==> src/emb_pkg.sv <==
/*
  shared constants and types of the external memory bus strobe block.
  assumes one 100 MHz processor clock and no software-visible registers.
*/
package emb_pkg;

  localparam int unsigned EMB_ADDR_W = 16; // external address bus width
  localparam int unsigned EMB_DATA_W = 16; // external data bus width
  localparam int unsigned EMB_WS_W   = 3;  // wait-state count field width

  localparam logic [EMB_WS_W-1:0]   EMB_WS_ZERO   = 3'h0;
  localparam logic [EMB_ADDR_W-1:0] EMB_ADDR_RST  = 16'h0000;
  localparam logic [EMB_DATA_W-1:0] EMB_DATA_RST  = 16'h0000;

  // external space selected by an access
  typedef enum logic [1:0] {
    EMB_SP_PROG = 2'b00,
    EMB_SP_DATA = 2'b01,
    EMB_SP_IO   = 2'b10
  } emb_space_t;

  // bus cycle sequencer
  typedef enum logic [1:0] {
    EMB_ST_IDLE   = 2'b00,
    EMB_ST_ACCESS = 2'b01,
    EMB_ST_END    = 2'b10
  } emb_state_t;

endpackage : emb_pkg

==> src/emb_wait_if.sv <==
/*
  carrier between the bus sequencer and its wait-state timer.
  assumes both ends run on the same processor clock.
*/
`timescale 1ns/1ps
`default_nettype none

interface emb_wait_if;
  import emb_pkg::*;

  logic                start;    // one-cycle pulse: access begins
  logic [EMB_WS_W-1:0] ws;       // configured software wait states
  logic                ready_s;  // synchronised ready pin
  logic                done;     // one-cycle pulse: access may complete

  modport seq   (output start, output ws, output ready_s, input done);
  modport timer (input start, input ws, input ready_s, output done);
endinterface : emb_wait_if

`default_nettype wire

==> src/emb_wait.sv <==
/*
  wait-state timer: counts software wait states, then polls ready.
  assumes ready_s is already synchronised to sys_clk_i.
*/
`timescale 1ns/1ps
`default_nettype none

module emb_wait (
  input  wire logic sys_clk_i,
  input  wire logic nrst_i,
  emb_wait_if.timer wif
);
  import emb_pkg::*;

  typedef struct packed {
    logic                busy;
    logic [EMB_WS_W-1:0] cnt;
    logic                done;
  } emb_wait_st_t;

  emb_wait_st_t st;
  emb_wait_st_t next_st;

  // count down wait states, then poll ready
  always_comb begin
    next_st      = st;
    next_st.done = 1'b0;
    if (wif.start) begin
      next_st.busy = 1'b1;
      next_st.cnt  = wif.ws;
    end else if (st.busy) begin
      if (st.cnt != EMB_WS_ZERO) begin
        next_st.cnt = st.cnt - 3'h1;
      end else if (wif.ws == EMB_WS_ZERO) begin
        next_st.busy = 1'b0;
        next_st.done = 1'b1;
      // low ready costs one more cycle
      end else if (wif.ready_s) begin
        next_st.busy = 1'b0;
        next_st.done = 1'b1;
      end
    end
  end

  // state register
  always_ff @(posedge sys_clk_i or negedge nrst_i) begin
    if (!nrst_i) begin
      st <= '0;
    end else begin
      st <= next_st;
    end
  end

  assign wif.done = st.done;

endmodule : emb_wait

`default_nettype wire

==> src/emb_bus_ctrl.sv <==
/*
  external memory and i/o bus master: space, access, read and write
  strobes, direction qualifiers, address and write data drive.
  assumes a processor-side request port on sys_clk_i; pin inputs are
  asynchronous and pass two flip-flops; pads resolve level from enables.
*/
// Contract
// - space strobes idle high and go low only for an access to their space.
// - space strobes float in reset, in power down and while output disable is low.
// - the read/write qualifier idles high and goes low only for a write.
// - the read/write qualifier floats in power down and while output disable is low.
// - the write/read qualifier is the inverse of read/write, high only on writes.
// - the read strobe goes low for every external read in any space.
// - the read strobe floats while output disable is low.
// - write data drive starts on the same edge as the write strobe falls.
// - the write strobe goes low on every external write and floats on output disable.
// - the access strobe goes low for each off-chip cycle and is high otherwise.
// - the access strobe floats in power down and while output disable is low.
// - ready sampled low makes the bus wait a cycle and sample again.
// - ready is only looked at when at least one wait state is configured.
// - with the external interface disabled every access flags an illegal address.
// - the address bus is 16 bits, one pin per bit.
`timescale 1ns/1ps
`default_nettype none

module emb_bus_ctrl (
  input  wire logic                                sys_clk_i,
  input  wire logic                                nrst_i,
  // processor request side
  input  wire logic                                acc_req_i,
  input  wire emb_pkg::emb_space_t                 acc_space_i,
  input  wire logic                                acc_write_i,
  input  wire logic [emb_pkg::EMB_ADDR_W-1:0]      acc_addr_i,
  input  wire logic [emb_pkg::EMB_DATA_W-1:0]      acc_wdata_i,
  input  wire logic [emb_pkg::EMB_WS_W-1:0]        wait_state_config_i,
  input  wire logic                                ext_if_enable_i,
  input  wire logic                                power_down_i,
  output logic                                     acc_done_o,
  output logic                                     illegal_addr_o,
  output logic [emb_pkg::EMB_DATA_W-1:0]           acc_rdata_o,
  // pins
  input  wire logic                                output_disable_n_i,
  input  wire logic                                ready_i,
  input  wire logic [emb_pkg::EMB_DATA_W-1:0]      data_i,
  output logic [emb_pkg::EMB_DATA_W-1:0]           data_o,
  output logic                                     data_oe_o,
  output logic [emb_pkg::EMB_ADDR_W-1:0]           addr_o,
  output logic                                     addr_oe_o,
  output logic                                     data_space_strobe_n_o,
  output logic                                     io_space_strobe_n_o,
  output logic                                     program_space_strobe_n_o,
  output logic                                     space_oe_o,
  output logic                                     ext_access_strobe_n_o,
  output logic                                     ext_access_oe_o,
  output logic                                     rw_o,
  output logic                                     rw_oe_o,
  output logic                                     wr_qual_o,
  output logic                                     wr_qual_oe_o,
  output logic                                     rd_n_o,
  output logic                                     rd_oe_o,
  output logic                                     we_n_o,
  output logic                                     we_oe_o
);
  import emb_pkg::*;

  typedef struct packed {
    emb_state_t            state;
    logic [1:0]            off_sync;   // output-disable synchroniser
    logic [1:0]            rdy_sync;   // ready synchroniser
    logic [EMB_DATA_W-1:0] din_s1;
    logic [EMB_DATA_W-1:0] din_s2;
    logic                  start;
    logic                  done;
    logic                  illegal;
    logic [EMB_DATA_W-1:0] rdata;
    logic [EMB_DATA_W-1:0] wdata;
    logic                  data_oe;
    logic [EMB_ADDR_W-1:0] addr;
    logic                  addr_oe;
    logic                  ds_n;
    logic                  is_n;
    logic                  ps_n;
    logic                  space_oe;
    logic                  ext_access_strobe_n_n;
    logic                  ext_access_strobe_n_oe;
    logic                  rw;
    logic                  rw_oe;
    logic                  wrq;
    logic                  wrq_oe;
    logic                  rd_n;
    logic                  rd_oe;
    logic                  we_n;
    logic                  we_oe;
  } emb_ctrl_st_t;

  emb_ctrl_st_t st;
  emb_ctrl_st_t next_st;
  logic         off;        // output disable asserted (synchronised)

  emb_wait_if wif ();

  emb_wait u_wait (
    .sys_clk_i (sys_clk_i),
    .nrst_i    (nrst_i),
    .wif       (wif)
  );

  assign wif.start   = st.start;
  assign wif.ws      = wait_state_config_i;
  assign wif.ready_s = st.rdy_sync[1];
  assign off         = !st.off_sync[1];

  // sequencer, pin levels and pin enables
  always_comb begin
    next_st             = st;
    next_st.off_sync    = {st.off_sync[0], output_disable_n_i};
    next_st.rdy_sync    = {st.rdy_sync[0], ready_i};
    next_st.din_s1      = data_i;
    next_st.din_s2      = st.din_s1;
    next_st.start       = 1'b0;
    next_st.done        = 1'b0;
    next_st.illegal     = 1'b0;
    case (st.state)
      EMB_ST_IDLE: begin
        if (acc_req_i) begin
          if (!ext_if_enable_i || acc_space_i == 2'b11) begin
            next_st.illegal = 1'b1;
            next_st.done    = 1'b1;
          end else begin
            next_st.state   = EMB_ST_ACCESS;
            next_st.start   = 1'b1;
            next_st.addr    = acc_addr_i;
            next_st.wdata   = acc_wdata_i;
            next_st.ps_n    = (acc_space_i != EMB_SP_PROG);
            next_st.ds_n    = (acc_space_i != EMB_SP_DATA);
            next_st.is_n    = (acc_space_i != EMB_SP_IO);
            next_st.ext_access_strobe_n_n  = 1'b0;
            next_st.rw      = !acc_write_i;
            next_st.wrq     = acc_write_i;
            next_st.rd_n    = acc_write_i;
            next_st.we_n    = !acc_write_i;
          end
        end
      end
      EMB_ST_ACCESS: begin
        if (wif.done) begin
          next_st.state  = EMB_ST_END;
          next_st.rdata  = st.rw ? st.din_s2 : st.rdata;
          next_st.done   = 1'b1;
          next_st.ps_n   = 1'b1;
          next_st.ds_n   = 1'b1;
          next_st.is_n   = 1'b1;
          next_st.ext_access_strobe_n_n = 1'b1;
          next_st.rw     = 1'b1;
          next_st.wrq    = 1'b0;
          next_st.rd_n   = 1'b1;
          next_st.we_n   = 1'b1;
        end
      end
      EMB_ST_END: begin
        next_st.state = EMB_ST_IDLE;
      end
      default: begin
        next_st.state = EMB_ST_IDLE;
      end
    endcase
    // data drive starts with write strobe
    next_st.data_oe  = !next_st.we_n && !off;
    next_st.addr_oe  = !off;
    next_st.space_oe = !off && !power_down_i;
    next_st.ext_access_strobe_n_oe  = !off && !power_down_i;
    next_st.rw_oe    = !off && !power_down_i;
    next_st.wrq_oe   = !off;
    next_st.rd_oe    = !off;
    next_st.we_oe    = !off;
  end

  // state register; space strobes float in reset
  always_ff @(posedge sys_clk_i or negedge nrst_i) begin
    if (!nrst_i) begin
      st          <= '0;
      st.state    <= EMB_ST_IDLE;
      st.off_sync <= 2'h3;
      st.rdy_sync <= 2'h3;
      st.addr     <= EMB_ADDR_RST;
      st.wdata    <= EMB_DATA_RST;
      st.ds_n     <= 1'b1;
      st.is_n     <= 1'b1;
      st.ps_n     <= 1'b1;
      st.ext_access_strobe_n_n   <= 1'b1;
      st.ext_access_strobe_n_oe  <= 1'b1;
      st.rw       <= 1'b1;
      st.rw_oe    <= 1'b1;
      st.wrq_oe   <= 1'b1;
      st.rd_n     <= 1'b1;
      st.rd_oe    <= 1'b1;
      st.we_n     <= 1'b1;
      st.we_oe    <= 1'b1;
      st.addr_oe  <= 1'b1;
    end else begin
      st <= next_st;
    end
  end

  // outputs straight from the state register
  assign acc_done_o               = st.done;
  assign illegal_addr_o           = st.illegal;
  assign acc_rdata_o              = st.rdata;
  assign data_o                   = st.wdata;
  assign data_oe_o                = st.data_oe;
  assign addr_o                   = st.addr;
  assign addr_oe_o                = st.addr_oe;
  assign data_space_strobe_n_o    = st.ds_n;
  assign io_space_strobe_n_o      = st.is_n;
  assign program_space_strobe_n_o = st.ps_n;
  assign space_oe_o               = st.space_oe;
  assign ext_access_strobe_n_o    = st.ext_access_strobe_n_n;
  assign ext_access_oe_o          = st.ext_access_strobe_n_oe;
  assign rw_o                     = st.rw;
  assign rw_oe_o                  = st.rw_oe;
  assign wr_qual_o                = st.wrq;
  assign wr_qual_oe_o             = st.wrq_oe;
  assign rd_n_o                   = st.rd_n;
  assign rd_oe_o                  = st.rd_oe;
  assign we_n_o                   = st.we_n;
  assign we_oe_o                  = st.we_oe;

endmodule : emb_bus_ctrl

`default_nettype wire

==> config.mk <==
export PLATFORM = sky130hd
export DESIGN_NAME = emb_bus_ctrl
export DESIGN_NICKNAME = d
export VERILOG_FILES = /design/src/emb_pkg.sv /design/src/emb_wait_if.sv /design/src/emb_wait.sv /design/src/emb_bus_ctrl.sv
export SDC_FILE = /design/constraint.sdc
export NUM_CORES = 1
export LEC_CHECK = 0
export BUFFER_PORTS_ARGS = -buffer_cell sky130_fd_sc_hd__buf_2
export CORE_ASPECT_RATIO = 1.2
export CORE_MARGIN = 2
export CORE_UTILIZATION = 50
export CTS_CLUSTER_DIAMETER = 50
export CTS_CLUSTER_SIZE = 20
export DETAILED_ROUTE_END_ITERATION = 16
export PLACE_DENSITY = 0.75
export SYNTH_ARGS = -nofsm -noshare
export SYNTH_HDL_FRONTEND = slang
export SYNTH_SLANG_ARGS = --single-unit
==> constraint.sdc <==
create_clock -name sys_clk_i -period 4.2 [get_ports sys_clk_i]
set_input_delay 0.21 -clock sys_clk_i [delete_from_list [all_inputs] [get_ports sys_clk_i]]
set_output_delay 0.21 -clock sys_clk_i [all_outputs]
set_load 0.05 [all_outputs]
# After elaboration in Yosys (flattened, before gate mapping)
# Index checks and enable logic that the tools add are counted.
# word_totals
out_inout_bits	66
in_bits	61
regBits	106
wordCells	95
# op_classes
bitwise	1
n_addsub	1
eq_ne	7
n_mux	41
n_reduce_logical	19
# ops
op	n
1-bit two-way mux	22
3-bit two-way mux	5
1-bit case mux with 2 select lines	6
3-bit AND reduction	3
2-bit two-way mux	4
2-bit nonzero test	4
2-bit inequality test (second input constant)	3
3-bit case mux with 2 select lines	1
5-bit two-way mux	1
1-bit logical NOT	4
4-bit two-way mux	1
2-bit by 1-bit inequality test with 1-bit output (second input constant)	2
2-bit case mux with 2 select lines	1
4-bit AND reduction	1
3-bit logical NOT	1
3-bit nonzero test	1
3-bit by 1-bit subtractor with 3-bit output (second input constant)	1
2-bit by 1-bit == test with 1-bit output (second input constant)	1
2-bit == test (second input constant)	1
1-bit logical AND	2
2-bit logical NOT	1
2-bit AND reduction	1
1-bit logical OR	1
1-bit inverter	1

# Longest topological paths before layout
# logic_depth
depth_word	7
depth_mapped	6
depth_no_buf	6

# Cells and area by module
# A second synthesis with hierarchy kept.
# unflattened
hier_cells	267
area_unflattened_um2	4120.2
# modules_own_cells
mod	cells_per_inst	instances	seq_area_each_um2	area_each_um2
emb_bus_ctrl	240	1	2543.7	3832.4
emb_wait	27	1	125.1	287.8

# Least setup slack after synthesis
# OpenSTA, ideal clock, no wires.
# synth_path
kind	register to register
startpoint	reg st[103] in the netlist's numbering
endpoint	reg st (netlist bit addr_o[13])
stages_incl_launch_ff	7
setup_ns	0.125
period_less_slack_ns	1.515
n_path_buf	2
setup_slack_ns	2.685
arrival_ns	1.390
required_ns	4.075
cell_sequence	dfrtp_1 -> and4bb_1 -> nand2_2 -> inv_2 -> buf_6 -> buf_6 -> mux2_4
# synth_via
elab_chain_cells	2
# synth_lines
element	line	source
start, declared	emb_bus_ctrl.sv:96	emb_ctrl_st_t st;
start signal, assigned	emb_bus_ctrl.sv:201	st <= next_st;
2-bit logical NOT	emb_bus_ctrl.sv:123	case (st.state)
3-bit AND reduction (no line)	--	
# No other way between the ends.
# A chain may end at the register's enable or synchronous reset.

# Worst setup path in the final report
# layout_path
startpoint	reg st[103] in the netlist's numbering
endpoint	reg st (netlist bit addr_o[2])
# Same word-level chain as after synthesis.

==> flow_metrics.env <==
export IMPL_wire_per_inst_um=14.3
export IMPL_dieArea_mm2=0.00872
export IMPL_ys_seq_area_frac=0.668
export IMPL_ff2ff_path_depth=4
export IMPL_worstSkewPairLatency_ns=0.35
export IMPL_place_hpwl_mm=4.44
export IMPL_start_util=0.518
export IMPL_finClkSkew_ns=0.0139
export IMPL_hold_depth=2
export IMPL_setup_tns_ns=0
export IMPL_netlist_instances=266
export IMPL_final_max_slew_viol_count=0
export IMPL_final_net_count=430
export IMPL_ys_seq_elements=106
export IMPL_grtUsageTotal=0.157
export IMPL_path_cells="and4bb_1 > nand2_2 > inv_2 > mux2_2"
export IMPL_vias=2225
export IMPL_p_leak_nw=2.37
export IMPL_ys_types=31
export IMPL_hold_buffers=20
export IMPL_grt_pass1_vias=2239
export IMPL_hp_class="in2reg"
export IMPL_holdWs_ns=0.0686
export IMPL_synth_nets=329
export IMPL_globalplace_congestion=0.729
export IMPL_post_route_util=0.612
export IMPL_ant_nets=0
export IMPL_grt_overflow=0
export IMPL_critPathSlowestCell="inv_2"
export IMPL_coreArea_mm2=0.00771
export IMPL_cts_buffers_inserted=9
export IMPL_die_width_um=85.6
export IMPL_die_y_um=102
export IMPL_layout_drive_gt1_share=0.565
export IMPL_crit_path_max_fanout=39
export IMPL_synth_top_area_frac=0.583
export IMPL_cap_violations=0
export IMPL_cts_resized=0
export IMPL_grt_first_pass_wirelength_mm=10.5
export IMPL_relSlewSlack=0.467
export IMPL_finalSetupViolations=0
export IMPL_vias_per_cell=4.80
export IMPL_yosysTopAreaCell="dfrtp_1"
export IMPL_fmax_ghz=0.503
export IMPL_ir_drop_mv=0.478
export IMPL_rows=35
export IMPL_path_depth=4
export IMPL_fin_ws_ns=2.21
export IMPL_total_power_mw=3.82
export IMPL_period_share=0.474
export IMPL_power_per_cell_area_mw_per_mm2=810
export IMPL_insertedDiodeCount=0
export IMPL_grt_antenna_before_repair=0
export IMPL_cts_buffer_depth=2
export IMPL_crit_required_ns=4.44
export IMPL_critPathLaunchType="register"
export IMPL_critPathBufInv=1
export IMPL_clk_pin_slew_worst_paths_ns=0.09
export IMPL_arrival_ns=2.22
export IMPL_rsz0062_at_grt="false"
export IMPL_syn_cell_area_mm2=0.00399
export IMPL_dr_pass1_iters=4
export IMPL_drtIter0Drc=82
export IMPL_portBuffers=126
export IMPL_path_class="reg2reg"
export IMPL_ys_warn_count=0
export IMPL_place_ws_ns=2.21
export IMPL_grt_max_degree=67
export IMPL_post_cts_buffers=0
export IMPL_area_delta_synth_final_pct=18.0
export IMPL_numClockSinks=106
export IMPL_htreeDepth=3
export IMPL_critPathMaxStageDelay_ns=0.58
export IMPL_route_detailed_drc=0
export IMPL_clockRootBuffer="clkbuf_8"
export IMPL_avgSynthCellArea_um2=15.0
export IMPL_drt_total_wl_mm=6.62
export IMPL_worst_pin_slew_ns=0.798
export IMPL_io_pins=127
export IMPL_hold_violations=0
export IMPL_period_minus_slack_ns=1.99
export IMPL_cts_tree="done"
export IMPL_end_kind="register"
export IMPL_yosys_top_cells_area="dfrtp_1 58%, mux2_2 13%, buf_4 9.8%"
export IMPL_crit_family="buffers and inverters"
export IMPL_status="finished clean"
logic make-up after synthesis:
logic type | synth area share
adders and majority gates | 0.00626
AOI/OAI and AO/OA | 0.0216
buffers and inverters | 0.112
xor gates and xnor gates | 0.00219
muxes | 0.146
DFF | 0.668
and+or+nand+nor | 0.0435
report_power, final:
part | internal (mW) | switching (mW)
Combinational | 0.482 | 1.24
Sequential | 1.35 | 0.152
Clock | 0.277 | 0.322
layer usage:
metal | vias to the layer above | GRT usage | routed length, um
met5 | - | 0 | 0
met1 | 1108 | 0.193 | 2700
met4 | 0 | 0.0659 | 142
met2 | 74 | 0.258 | 3380
met3 | 10 | 0.0509 | 402
li1 | 1033 | - | -
synthesized netlist by cell type:
master     number
nand4bb_1       1
nand3b_1        1
buf_2           3
inv_2           2
a21oi_1         2
buf_6           2
and4bb_1        1
o22ai_1         1
nand3b_4        1
mux2_4          3
nand3_1         2
o21ai_0         9
nor2_1          7
xnor2_1         1
dfrtp_1        93
nand2_1         6
nor3_1          2
nor3b_1         2
nand2b_1        1
buf_4          52
nor2b_1         1
mux2i_1         1
mux2_2         47
nand2_2         2
dfstp_2        13
inv_1           3
and2_1          1
or2b_1          1
a21o_1          1
o31a_1          2
ha_1            2
state kept, by name (all words and copies together), names as in the netlist, 4 cells and up:
signal / flops
st: 19
next_st: 19
addr_o: 16
u_wait.st: 4
data_o: 16
acc_rdata_o: 16
layout by cell type (no fill, tap or decap):
cell           instances
nand4bb_1              1
dfrtp_1               93
a21oi_1                2
a21o_1                 1
nor3b_1                2
clkbuf_1               1
buf_4                  2
dlygate4sd3_1         20
nor2b_1                1
inv_6                  1
nor3_1                 2
clkinv_2               2
mux2_4                 3
nand2_1                6
bufinv_16              1
clkbuf_8               9
and2_1                 1
o22ai_1                1
mux2i_1                1
nand3b_1               1
buf_2                125
clkinvlp_4             1
ha_1                   2
xnor2_1                1
dfstp_2               13
mux2_2                47
and4bb_1               1
nand3_1                2
nand2b_1               1
o21ai_0                9
inv_1                  3
o31a_1                 2
nand2_2                2
nor2_1                 7
or2b_1                 1
clkinv_4               1
nand3b_4               1
inv_2                  2
stage by stage:
stage | instances | area (um^2)
3_3_place_gp | 428 | 4320
2_1_floorplan | 266 | 3990
5_1_grt | 464 | 4710
4_1_cts | 464 | 4710
6_report | 464 | 4710
3_5_place_dp | 428 | 4320
worst paths after layout:
kind | from | endpoint | slack [ns]
setup / recovery | st[103]$_DFFE_PN0P_ | addr_o[2]$_DFFE_PN0P_ | 2.21
hold / removal | acc_space_i[0] | data_space_strobe_n_o$_DFFE_PN1P_ | 0.07
max in group asynchronous | nrst_i | program_space_strobe_n_o$_DFFE_PN1P_ | 2.68
setup reg to reg | st[103]$_DFFE_PN0P_ | addr_o[2]$_DFFE_PN0P_ | 2.21
hold reg to reg | next_st[70]$_DFF_PN0_ | st[70]$_DFF_PN0_ | 0.36
min in group asynchronous | nrst_i | data_o[5]$_DFFE_PN0P_ | 0.50
cell type report:
type | count | area [um^2]
well taps | 92 | 115
clock buffers | 10 | 128
fillers | 623 | 2990
flip-flops and latches | 106 | 2670
inverters | 5 | 18.8
multi-input cells | 98 | 878
repair buffers | 147 | 841
clock inverters | 6 | 65.1
worst reg2reg max path: stages, from the launching register on:
cell and delay [ns]:
dfrtp_1 0.44, and4bb_1 0.31, nand2_2 0.09, inv_2 0.58, mux2_2 0.45
(Power assumes the default switching activity.)
